$ cat config.mk
export PLATFORM = sky130hd
export DESIGN_NAME = crfs_flags
export DESIGN_NICKNAME = d
export VERILOG_FILES = /design/src/shared/crfs_pkg.sv /design/src/core/crfs_change_det.sv /design/src/core/crfs_flags.sv /design/src/core/crfs_state_enc.sv
export VERILOG_INCLUDE_DIRS = /design/src /design/src/shared
export SDC_FILE = /design/constraint.sdc
export NUM_CORES = 1
export LEC_CHECK = 0
export BUFFER_PORTS_ARGS = -buffer_cell sky130_fd_sc_hd__buf_4
export CELL_PAD_IN_SITES_DETAIL_PLACEMENT = 0
export CELL_PAD_IN_SITES_GLOBAL_PLACEMENT = 1
export CORE_MARGIN = 2
export CORE_UTILIZATION = 41
export CTS_BUF_LIST = sky130_fd_sc_hd__clkbuf_8
export DETAILED_ROUTE_END_ITERATION = 7
export PLACE_DENSITY_LB_ADDON = 0.1
export SYNTH_ARGS = -nofsm -noshare
export SYNTH_HDL_FRONTEND = slang
export SYNTH_SLANG_ARGS = --single-unit
$ cat constraint.sdc
create_clock -name clk -period 4.6 [get_ports clk]
set_clock_uncertainty 0.15 [all_clocks]
set_input_delay 0.46 -clock clk [delete_from_list [all_inputs] [get_ports clk]]
set_output_delay 0.46 -clock clk [all_outputs]
set_load 0.02 [all_outputs]
$ cat src/shared/crfs_map.svh
`ifndef CRFS_MAP_SVH
`define CRFS_MAP_SVH

// register offsets
`define CRFS_RECEIVER_FLAGS_OFS 8'h04
`define CRFS_RX_IRQ_ENABLE_OFS  8'h05

// reset values
`define CRFS_RECEIVER_FLAGS_RST 8'h00
`define CRFS_RX_IRQ_ENABLE_RST  8'h00

// receiver_flags field positions
`define CRFS_WAKE_BIT   7
`define CRFS_CSC_BIT    6
`define CRFS_RXST_HI    5
`define CRFS_RXST_LO    4
`define CRFS_TXST_HI    3
`define CRFS_TXST_LO    2
`define CRFS_OVR_BIT    1
`define CRFS_RXF_BIT    0

// rx_irq_enable_reg field positions
`define CRFS_WAKE_IE_BIT 7
`define CRFS_CSC_IE_BIT  6
`define CRFS_RSENS_HI    5
`define CRFS_RSENS_LO    4
`define CRFS_TSENS_HI    3
`define CRFS_TSENS_LO    2
`define CRFS_OVR_IE_BIT  1
`define CRFS_RXF_IE_BIT  0

// error counter thresholds
`define CRFS_WARN_LIMIT  96
`define CRFS_ERR_LIMIT   128
`define CRFS_BOFF_LIMIT  256

`endif

$ cat src/shared/crfs_pkg.sv
package crfs_pkg;

   typedef enum logic [1:0] {
      CRFS_ST_OK   = 2'b00,
      CRFS_ST_WARN = 2'b01,
      CRFS_ST_ERR  = 2'b10,
      CRFS_ST_OFF  = 2'b11
   } crfs_bus_state_e;

   typedef enum logic [1:0] {
      CRFS_SENS_NONE = 2'b00,
      CRFS_SENS_BOFF = 2'b01,
      CRFS_SENS_ERR  = 2'b10,
      CRFS_SENS_ALL  = 2'b11
   } crfs_sens_e;

endpackage : crfs_pkg

$ cat src/core/crfs_change_det.sv
`timescale 1ns/10ps

module crfs_change_det (
   // states
   input  wire logic [1:0] old_state,
   input  wire logic [1:0] new_state,
   // sensitivity
   input  wire logic [1:0] sens,
   // result
   output logic            report
);

   function automatic logic is_off(input logic [1:0] s);
      is_off = (s == 2'(crfs_pkg::CRFS_ST_OFF));
   endfunction : is_off

   always_comb begin
      case (crfs_pkg::crfs_sens_e'(sens))
         crfs_pkg::CRFS_SENS_NONE: report = 1'b0;
         crfs_pkg::CRFS_SENS_BOFF: report = is_off(old_state) != is_off(new_state);
         crfs_pkg::CRFS_SENS_ERR:  report = (old_state[1] != new_state[1])
                                           | (is_off(old_state) != is_off(new_state));
         default:                  report = old_state != new_state;
      endcase
   end

endmodule : crfs_change_det

$ cat src/core/crfs_flags.sv
`timescale 1ns/10ps
`include "crfs_map.svh"

// Summary of operation
// - flags clear by writing one, only once the setting cause is gone, or in init mode even while the cause remains
// - each flag has an enable bit masking its interrupt request
// - flag writes only outside init mode; one clears, zero ignored; states read-only
// - both init signals high forces flags to reset; writable when both low
// - rx_state and tx_state keep tracking during init mode
// - sleep with wake_enable and bus activity sets wake_flag; raises wake request
// - bus status change sets status_change_flag; raises error request
// - states frozen while status_change_flag pending; update after clearing
// - rx_state 00 below 96, 01 below 128, 10 above, 11 bus-off
// - tx_state 00 when transmit error count below 96
// - bus-off only above 255, forces rx_state off; exit returns to the level set by the counters
// - receive overrun sets overrun_flag; raises error request
// - correct message shifted into foreground buffer sets rx_full_flag
// - no foreground shift while rx_full_flag set; software clears to release
// - rx_full_flag set and unmasked raises receive request
// - sensitivity fields select which state changes set status_change_flag
module crfs_flags #(
   parameter int ADDR_W = 8,
   parameter int TEC_W  = 9,
   parameter int REC_W  = 8
) (
   // clock and reset
   input  wire logic              clk,
   input  wire logic              arst_n,
   input  wire logic              ce,
   // register port
   input  wire logic [ADDR_W-1:0] addr,
   input  wire logic [7:0]        wdata,
   input  wire logic              wr,
   input  wire logic              rd,
   output logic [7:0]             rdata,
   // mode controls
   input  wire logic              init_request,
   input  wire logic              init_acknowledge,
   input  wire logic              sleep_mode,
   input  wire logic              wake_enable,
   // bus events
   input  wire logic              bus_activity,
   input  wire logic              overrun_event,
   input  wire logic [TEC_W-1:0]  tx_error_counter,
   input  wire logic [REC_W-1:0]  rx_error_counter,
   // receive fifo
   input  wire logic              fifo_entry_valid,
   output logic                   fg_shift,
   // interrupt requests
   output logic                   wake_irq,
   output logic                   err_irq,
   output logic                   rx_irq
);

   generate
      if (TEC_W < 9 || REC_W < 8 || ADDR_W < 3) begin : g_bad_params
         $error("crfs_flags: counters need 9/8 bits, address at least 3");
      end
      // thresholds are compared as 32-bit values
      if (TEC_W > 32 || REC_W > 32) begin : g_wide_cnt
         $error("crfs_flags: counters wider than 32 bits are not supported");
      end
   endgenerate

   logic                      init_mode;
   logic                      wr_open;
   logic                      wr_flags;
   logic                      wr_enab;
   logic [7:0]                clr;

   logic                      wake_q;
   logic                      csc_q;
   logic                      ovr_q;
   logic                      rxf_q;
   logic [1:0]                rx_state_q;
   logic [1:0]                tx_state_q;
   logic [7:0]                enab_q;
   logic                      shift_q;
   logic [7:0]                rdata_q;
   logic                      wake_irq_q;
   logic                      err_irq_q;
   logic                      rx_irq_q;

   crfs_pkg::crfs_bus_state_e rx_code;
   crfs_pkg::crfs_bus_state_e tx_code;
   logic                      rx_rep;
   logic                      tx_rep;
   logic                      st_upd;
   logic                      csc_set;
   logic                      wake_set;
   logic                      shift_d;
   logic [7:0]                flags_rd;

   function automatic logic addr_hit(input logic [ADDR_W-1:0] a, input logic [7:0] ofs);
      addr_hit = (a == ADDR_W'(ofs));
   endfunction : addr_hit

   // init mode when both handshakes high
   assign init_mode = init_request & init_acknowledge;
   assign wr_open   = ~init_request & ~init_acknowledge;
   assign wr_flags  = ce & wr & wr_open & addr_hit(addr, `CRFS_RECEIVER_FLAGS_OFS);
   assign wr_enab   = ce & wr & wr_open & addr_hit(addr, `CRFS_RX_IRQ_ENABLE_OFS);
   assign clr       = wr_flags ? wdata : 8'h00;

   crfs_state_enc #(
      .TEC_W (TEC_W),
      .REC_W (REC_W)
   ) u_enc (
      .tx_error_counter (tx_error_counter),
      .rx_error_counter (rx_error_counter),
      .rx_code          (rx_code),
      .tx_code          (tx_code)
   );

   crfs_change_det u_rx_det (
      .old_state (rx_state_q),
      .new_state (rx_code),
      .sens      (enab_q[`CRFS_RSENS_HI:`CRFS_RSENS_LO]),
      .report    (rx_rep)
   );

   crfs_change_det u_tx_det (
      .old_state (tx_state_q),
      .new_state (tx_code),
      .sens      (enab_q[`CRFS_TSENS_HI:`CRFS_TSENS_LO]),
      .report    (tx_rep)
   );

   // hold states while flag pending
   // a clear with a change pending reloads at once and re-flags if the sensitivity selects it
   assign st_upd  = (~csc_q | clr[`CRFS_CSC_BIT] | init_mode)
                    & ((rx_state_q != rx_code) | (tx_state_q != tx_code));
   assign csc_set = st_upd & (rx_rep | tx_rep) & ~init_mode;
   assign wake_set = sleep_mode & wake_enable & bus_activity;
   // no shift while buffer full
   // shift_q also blocks the cycle before the flag rises
   assign shift_d = fifo_entry_valid & ~rxf_q & ~shift_q & ~init_mode;

   always_ff @(posedge clk or negedge arst_n) begin
      if (!arst_n) begin
         rx_state_q <= 2'h0;
      end else if (ce && st_upd) begin
         rx_state_q <= rx_code;
      end
   end

   always_ff @(posedge clk or negedge arst_n) begin
      if (!arst_n) begin
         tx_state_q <= 2'h0;
      end else if (ce && st_upd) begin
         tx_state_q <= tx_code;
      end
   end

   // wake flag, set wins over clear
   always_ff @(posedge clk or negedge arst_n) begin
      if (!arst_n) begin
         wake_q <= 1'b0;
      end else if (ce) begin
         if (init_mode) begin
            wake_q <= 1'b0;
         end else if (wake_set) begin
            wake_q <= 1'b1;
         end else if (clr[`CRFS_WAKE_BIT]) begin
            wake_q <= 1'b0;
         end
      end
   end

   always_ff @(posedge clk or negedge arst_n) begin
      if (!arst_n) begin
         csc_q <= 1'b0;
      end else if (ce) begin
         if (init_mode) begin
            csc_q <= 1'b0;
         end else if (csc_set) begin
            csc_q <= 1'b1;
         end else if (clr[`CRFS_CSC_BIT]) begin
            // new change in clear cycle wins
            csc_q <= 1'b0;
         end
      end
   end

   always_ff @(posedge clk or negedge arst_n) begin
      if (!arst_n) begin
         ovr_q <= 1'b0;
      end else if (ce) begin
         if (init_mode) begin
            ovr_q <= 1'b0;
         end else if (overrun_event) begin
            ovr_q <= 1'b1;
         end else if (clr[`CRFS_OVR_BIT]) begin
            ovr_q <= 1'b0;
         end
      end
   end

   always_ff @(posedge clk or negedge arst_n) begin
      if (!arst_n) begin
         rxf_q <= 1'b0;
      end else if (ce) begin
         if (init_mode) begin
            rxf_q <= 1'b0;
         end else if (shift_q) begin
            rxf_q <= 1'b1;
         end else if (clr[`CRFS_RXF_BIT]) begin
            rxf_q <= 1'b0;
         end
      end
   end

   always_ff @(posedge clk or negedge arst_n) begin
      if (!arst_n) begin
         shift_q <= 1'b0;
      end else if (ce) begin
         shift_q <= shift_d;
      end
   end

   // enable register, held in reset during init
   always_ff @(posedge clk or negedge arst_n) begin
      if (!arst_n) begin
         enab_q <= `CRFS_RX_IRQ_ENABLE_RST;
      end else if (ce) begin
         if (init_mode) begin
            enab_q <= `CRFS_RX_IRQ_ENABLE_RST;
         end else if (wr_enab) begin
            enab_q <= wdata;
         end
      end
   end

   assign flags_rd = {wake_q, csc_q, rx_state_q, tx_state_q, ovr_q, rxf_q};

   // read data valid only in the cycle after the strobe
   always_ff @(posedge clk or negedge arst_n) begin
      if (!arst_n) begin
         rdata_q <= 8'h00;
      end else if (ce) begin
         if (!rd) begin
            rdata_q <= 8'h00;
         end else if (addr_hit(addr, `CRFS_RECEIVER_FLAGS_OFS)) begin
            rdata_q <= flags_rd;
         end else if (addr_hit(addr, `CRFS_RX_IRQ_ENABLE_OFS)) begin
            rdata_q <= enab_q;
         end else begin
            rdata_q <= 8'h00;
         end
      end
   end

   // masked wake request, registered so outputs are glitch free
   always_ff @(posedge clk or negedge arst_n) begin
      if (!arst_n) begin
         wake_irq_q <= 1'b0;
      end else if (ce) begin
         wake_irq_q <= wake_q & enab_q[`CRFS_WAKE_IE_BIT];
      end
   end

   // masked error request
   // one error request shared by two causes
   always_ff @(posedge clk or negedge arst_n) begin
      if (!arst_n) begin
         err_irq_q <= 1'b0;
      end else if (ce) begin
         err_irq_q <= (csc_q & enab_q[`CRFS_CSC_IE_BIT])
                      | (ovr_q & enab_q[`CRFS_OVR_IE_BIT]);
      end
   end

   always_ff @(posedge clk or negedge arst_n) begin
      if (!arst_n) begin
         rx_irq_q <= 1'b0;
      end else if (ce) begin
         rx_irq_q <= rxf_q & enab_q[`CRFS_RXF_IE_BIT];
      end
   end

   assign rdata    = rdata_q;
   assign fg_shift = shift_q;
   assign wake_irq = wake_irq_q;
   assign err_irq  = err_irq_q;
   assign rx_irq   = rx_irq_q;

endmodule : crfs_flags

$ cat src/core/crfs_state_enc.sv
`timescale 1ns/10ps
`include "crfs_map.svh"

module crfs_state_enc #(
   parameter int TEC_W = 9,
   parameter int REC_W = 8
) (
   // error counters
   input  wire logic [TEC_W-1:0]       tx_error_counter,
   input  wire logic [REC_W-1:0]       rx_error_counter,
   // derived codes
   output crfs_pkg::crfs_bus_state_e   rx_code,
   output crfs_pkg::crfs_bus_state_e   tx_code
);

   function automatic crfs_pkg::crfs_bus_state_e level(input logic [31:0] cnt);
      if (cnt < `CRFS_WARN_LIMIT) begin
         level = crfs_pkg::CRFS_ST_OK;
      end else if (cnt < `CRFS_ERR_LIMIT) begin
         level = crfs_pkg::CRFS_ST_WARN;
      end else begin
         level = crfs_pkg::CRFS_ST_ERR;
      end
   endfunction : level

   logic [31:0] tec_w;
   logic [31:0] rec_w;
   logic        boff;

   assign tec_w = 32'(tx_error_counter);
   assign rec_w = 32'(rx_error_counter);
   assign boff  = (tec_w >= `CRFS_BOFF_LIMIT);

   assign rx_code = boff ? crfs_pkg::CRFS_ST_OFF : level(rec_w);
   assign tx_code = boff ? crfs_pkg::CRFS_ST_OFF : level(tec_w);

endmodule : crfs_state_enc

==> results_dict.tcl <==
set metrics [dict create \
    synth.cell_area_sq_um 1570 \
    synthFlopType "sky130_fd_sc_hd__dfrtp_1" \
    achievable-frequency_mhz 427 \
    totalWireLength_mm 3.60 \
    drc_errors 0 \
    synth-async-reset-ratio_pct 100 \
    yosysSeqAreaShare_pct 44.6 \
    criticalPathCategory "in2reg" \
    postCtsSetupRepairBufs 0 \
    clock_tree.root_cell "sky130_fd_sc_hd__clkbuf_8" \
    drtPass1Iterations 4 \
    p_leak_uw 0.000934 \
    cts.hold.buffers_added 1 \
    remaining_overflow_grt 0 \
    worst_r2r_path_depth 5 \
    layoutNonFillerInstCount 241 \
    final_cell_mix "46 x sky130_fd_sc_hd__buf_4, 28 x sky130_fd_sc_hd__dfrtp_1, 13 x sky130_fd_sc_hd__nand2_1" \
    outcome "complete, no violations" \
    yosysWarnings 0 \
    number_of_pins_with_negative_max_slew_slack_in_the_final_report 0 \
    floorplan.initialDensity_pct 42.9 \
    clock_tree.buffer_depth 2 \
    ctsHtreeMaxLevel 1 \
    core.rowCount 22 \
    timing.final.crit_share_pct 50.9 \
    cts_inserted_buffers 3 \
    min_path_type "in2reg" \
    timing.hold.worst_path_depth 3 \
    grt_first_pass_wirelength_mm 6.11 \
    worst_hold_startpoint "overrun_event" \
    worstReg2RegStart "tx_state_q[0]" \
    maxCapViolCount 0 \
    reg2reg_to "tx_state_q[0]" \
    drt_iter0_drc 68 \
    required_ns 4.61 \
    grt_setup_unrepaired "no" \
    setup.reg_to_reg.worst_slack_ns 2.53 \
    synth_fp_nets 191 \
    routed_via_density 5.45 \
    floorplan.io_pins 57 \
    utilization_pct 55.1 \
    power-per-cell-area_nw_per_um2 308 \
    timing.critical_path.arrival_ns 2.35 \
    dieArea_sq_um 4340 \
    nNetsFinal 239 \
    final-hold-violation-count 0 \
    tightestPinTransition_ns 0.634 \
    kind_of_end_point_of_the_critical_path "flop" \
    final_common_cell "sky130_fd_sc_hd__buf_4" \
    detail-route-antenna-nets 0 \
    route.vias.total 1313 \
    tns_ns 0 \
    synth-seq-cells 28 \
    grt_start_max_net_pins 29 \
    critical-path-max-stage-delay_ns 0.57 \
    number_of_enable_type_register_cells_in_the_synthesized_netlist 0 \
    worstSetupStartpointType "input port" \
    clk-insertion-delay-late_ns 0.27 \
    path_clk_slew_ns 0.09 \
    numPortBuffers 46 \
    tritoncts "yes" \
    dp_slack_ns 1.98 \
    final_layout_size_suffix_gt1_share_pct 34.2 \
    first_global_vias 1324 \
    crit_path_cell_trace "buf_4, or4_4, nor4_4, a21oi_2, nor3_4, mux2_2" \
    timing.final.setup_violations 0 \
    cpMaxStageDelayCell "sky130_fd_sc_hd__or4_4" \
    synthDistinctLibCells 45 \
    timing.critical_path.fanout_max 4 \
    floorplan.die.width_microns 65.9 \
    syn-mean-instance-area_sq_um 10.8 \
    fillerInstances 350 \
    numClockSinks 28 \
    area.growth.synth_to_final_pct 28.4 \
    max_slew_margin_pct 57.5 \
    worstHoldEndpoint "ovr_q" \
    vdd.ir_drop.worst_mv 0.151 \
    post-place-cells 236 \
    design_power_total_uw 622 \
    placeableCoreArea_sq_um 3660 \
    post_cts_resized 0 \
    n_antenna_cell 0 \
    final_critical_path_setup_slack_ns 2.26 \
    global_route.usage.total_pct 18.4 \
    routed_wl_per_cell_microns 14.9 \
    detailedPlacementHpwl_mm 2.74 \
    fp.dieH_microns 65.9 \
    final_period_minus_worst_setup_slack_ns 2.34 \
    gp_congestion 0.722 \
    antenna_violations_before_repair 0 \
    syn-instance-count 146 \
]
==> metrics by stage <==
step	hold WS, ns	cell area, sq um
2_1_floorplan	0.0144	1570
3_3_place_gp	0.246	1940
3_5_place_dp	0.252	1940
4_1_cts	0.244	2020
5_1_grt	0.243	2020
6_report	0.255	2020
==> routing by layer <==
layer	GRT usage (%)	part of all wire, %	up-vias
li1	-	-	647
met3	2.56	4.9	2
met2	33.1	52	36
met4	6.25	0.64	0
met5	0	0	-
met1	22.3	43	628
==> synthesized netlist by cell type, types with 3 or more instances <==
cell type                   count  area share [%]
sky130_fd_sc_hd__a21oi_1        9             2.9
sky130_fd_sc_hd__inv_1          7             1.7
sky130_fd_sc_hd__dfrtp_1       28              45
sky130_fd_sc_hd__mux2i_1        9             5.7
sky130_fd_sc_hd__mux2_2         3             2.1
sky130_fd_sc_hd__or3b_2         3             1.7
sky130_fd_sc_hd__o21ai_0        7             2.2
sky130_fd_sc_hd__o2bb2ai_1      8             4.5
sky130_fd_sc_hd__nor2_1         6             1.4
sky130_fd_sc_hd__nand2_1       13             3.1
sky130_fd_sc_hd__nand3_1        6             1.9
sky130_fd_sc_hd__a22o_1         8             4.5
==> critical path, delay by kind of cell <==
family	cells	cell delay (ns)
and+or+nand+nor	3	1.26
AOI/OAI and AO/OA	1	0.14
muxes	1	0.37
buffers and inverters	1	0.11
==> flip-flops by register name (all words and copies together) (netlist names) <==
signal,count
fg_shift,1
rxf_q,1
wake_q,1
rx_state_q,2
enab_q,8
rdata,8
csc_q,1
err_irq,1
tx_state_q,2
rx_irq,1
wake_irq,1
ovr_q,1
==> where the power goes <==
group	total (uW)	switching, uW	leakage (uW)	internal, uW
Combinational	133	62.1	0.000531	70.9
Sequential	301	33.4	0.000367	267
Clock	188	72.1	0.0000357	116
==> final cells by class <==
cell class,instances,area [sq um],area share [%]
inverters,7,26.3,1.30
multi-input cells,107,805,39.9
well taps,48,60.1,2.98
clock inverters,1,30.0,1.49
repair buffers,47,355,17.6
flip-flops and latches,28,701,34.7
clock buffers,3,41.3,2.05
==> how the worst max path moves through the flow <==
| stage | cells after the start | slack [ns] | endpoint | startpoint |
|---|---|---|---|---|
| after floorplan | 5 | 2.26 | rx_state_q[0] | addr[1] |
| after global placement | 6 | 1.99 | rx_state_q[0] | addr[1] |
| after detailed placement | 6 | 1.98 | tx_state_q[0] | addr[1] |
| after CTS | 6 | 2.27 | tx_state_q[0] | addr[1] |
| after global routing | 5 | 2.19 | enab_q[0] | addr[1] |
| final | 6 | 2.26 | tx_state_q[0] | addr[1] |
==> cells by family (layout without fill, tap and decap cells) <==
kind of cell / Yosys count / in the layout / share of synthesized area (%)
mux: 12 / 12 / 7.88
compound gates: 48 / 48 / 22.2
buf+inv: 11 / 58 / 4.22
simple gates: 46 / 46 / 20.5
fa+ha+maj: 1 / 1 / 0.637
flops: 28 / 28 / 44.6
(Power assumes the default switching activity.)
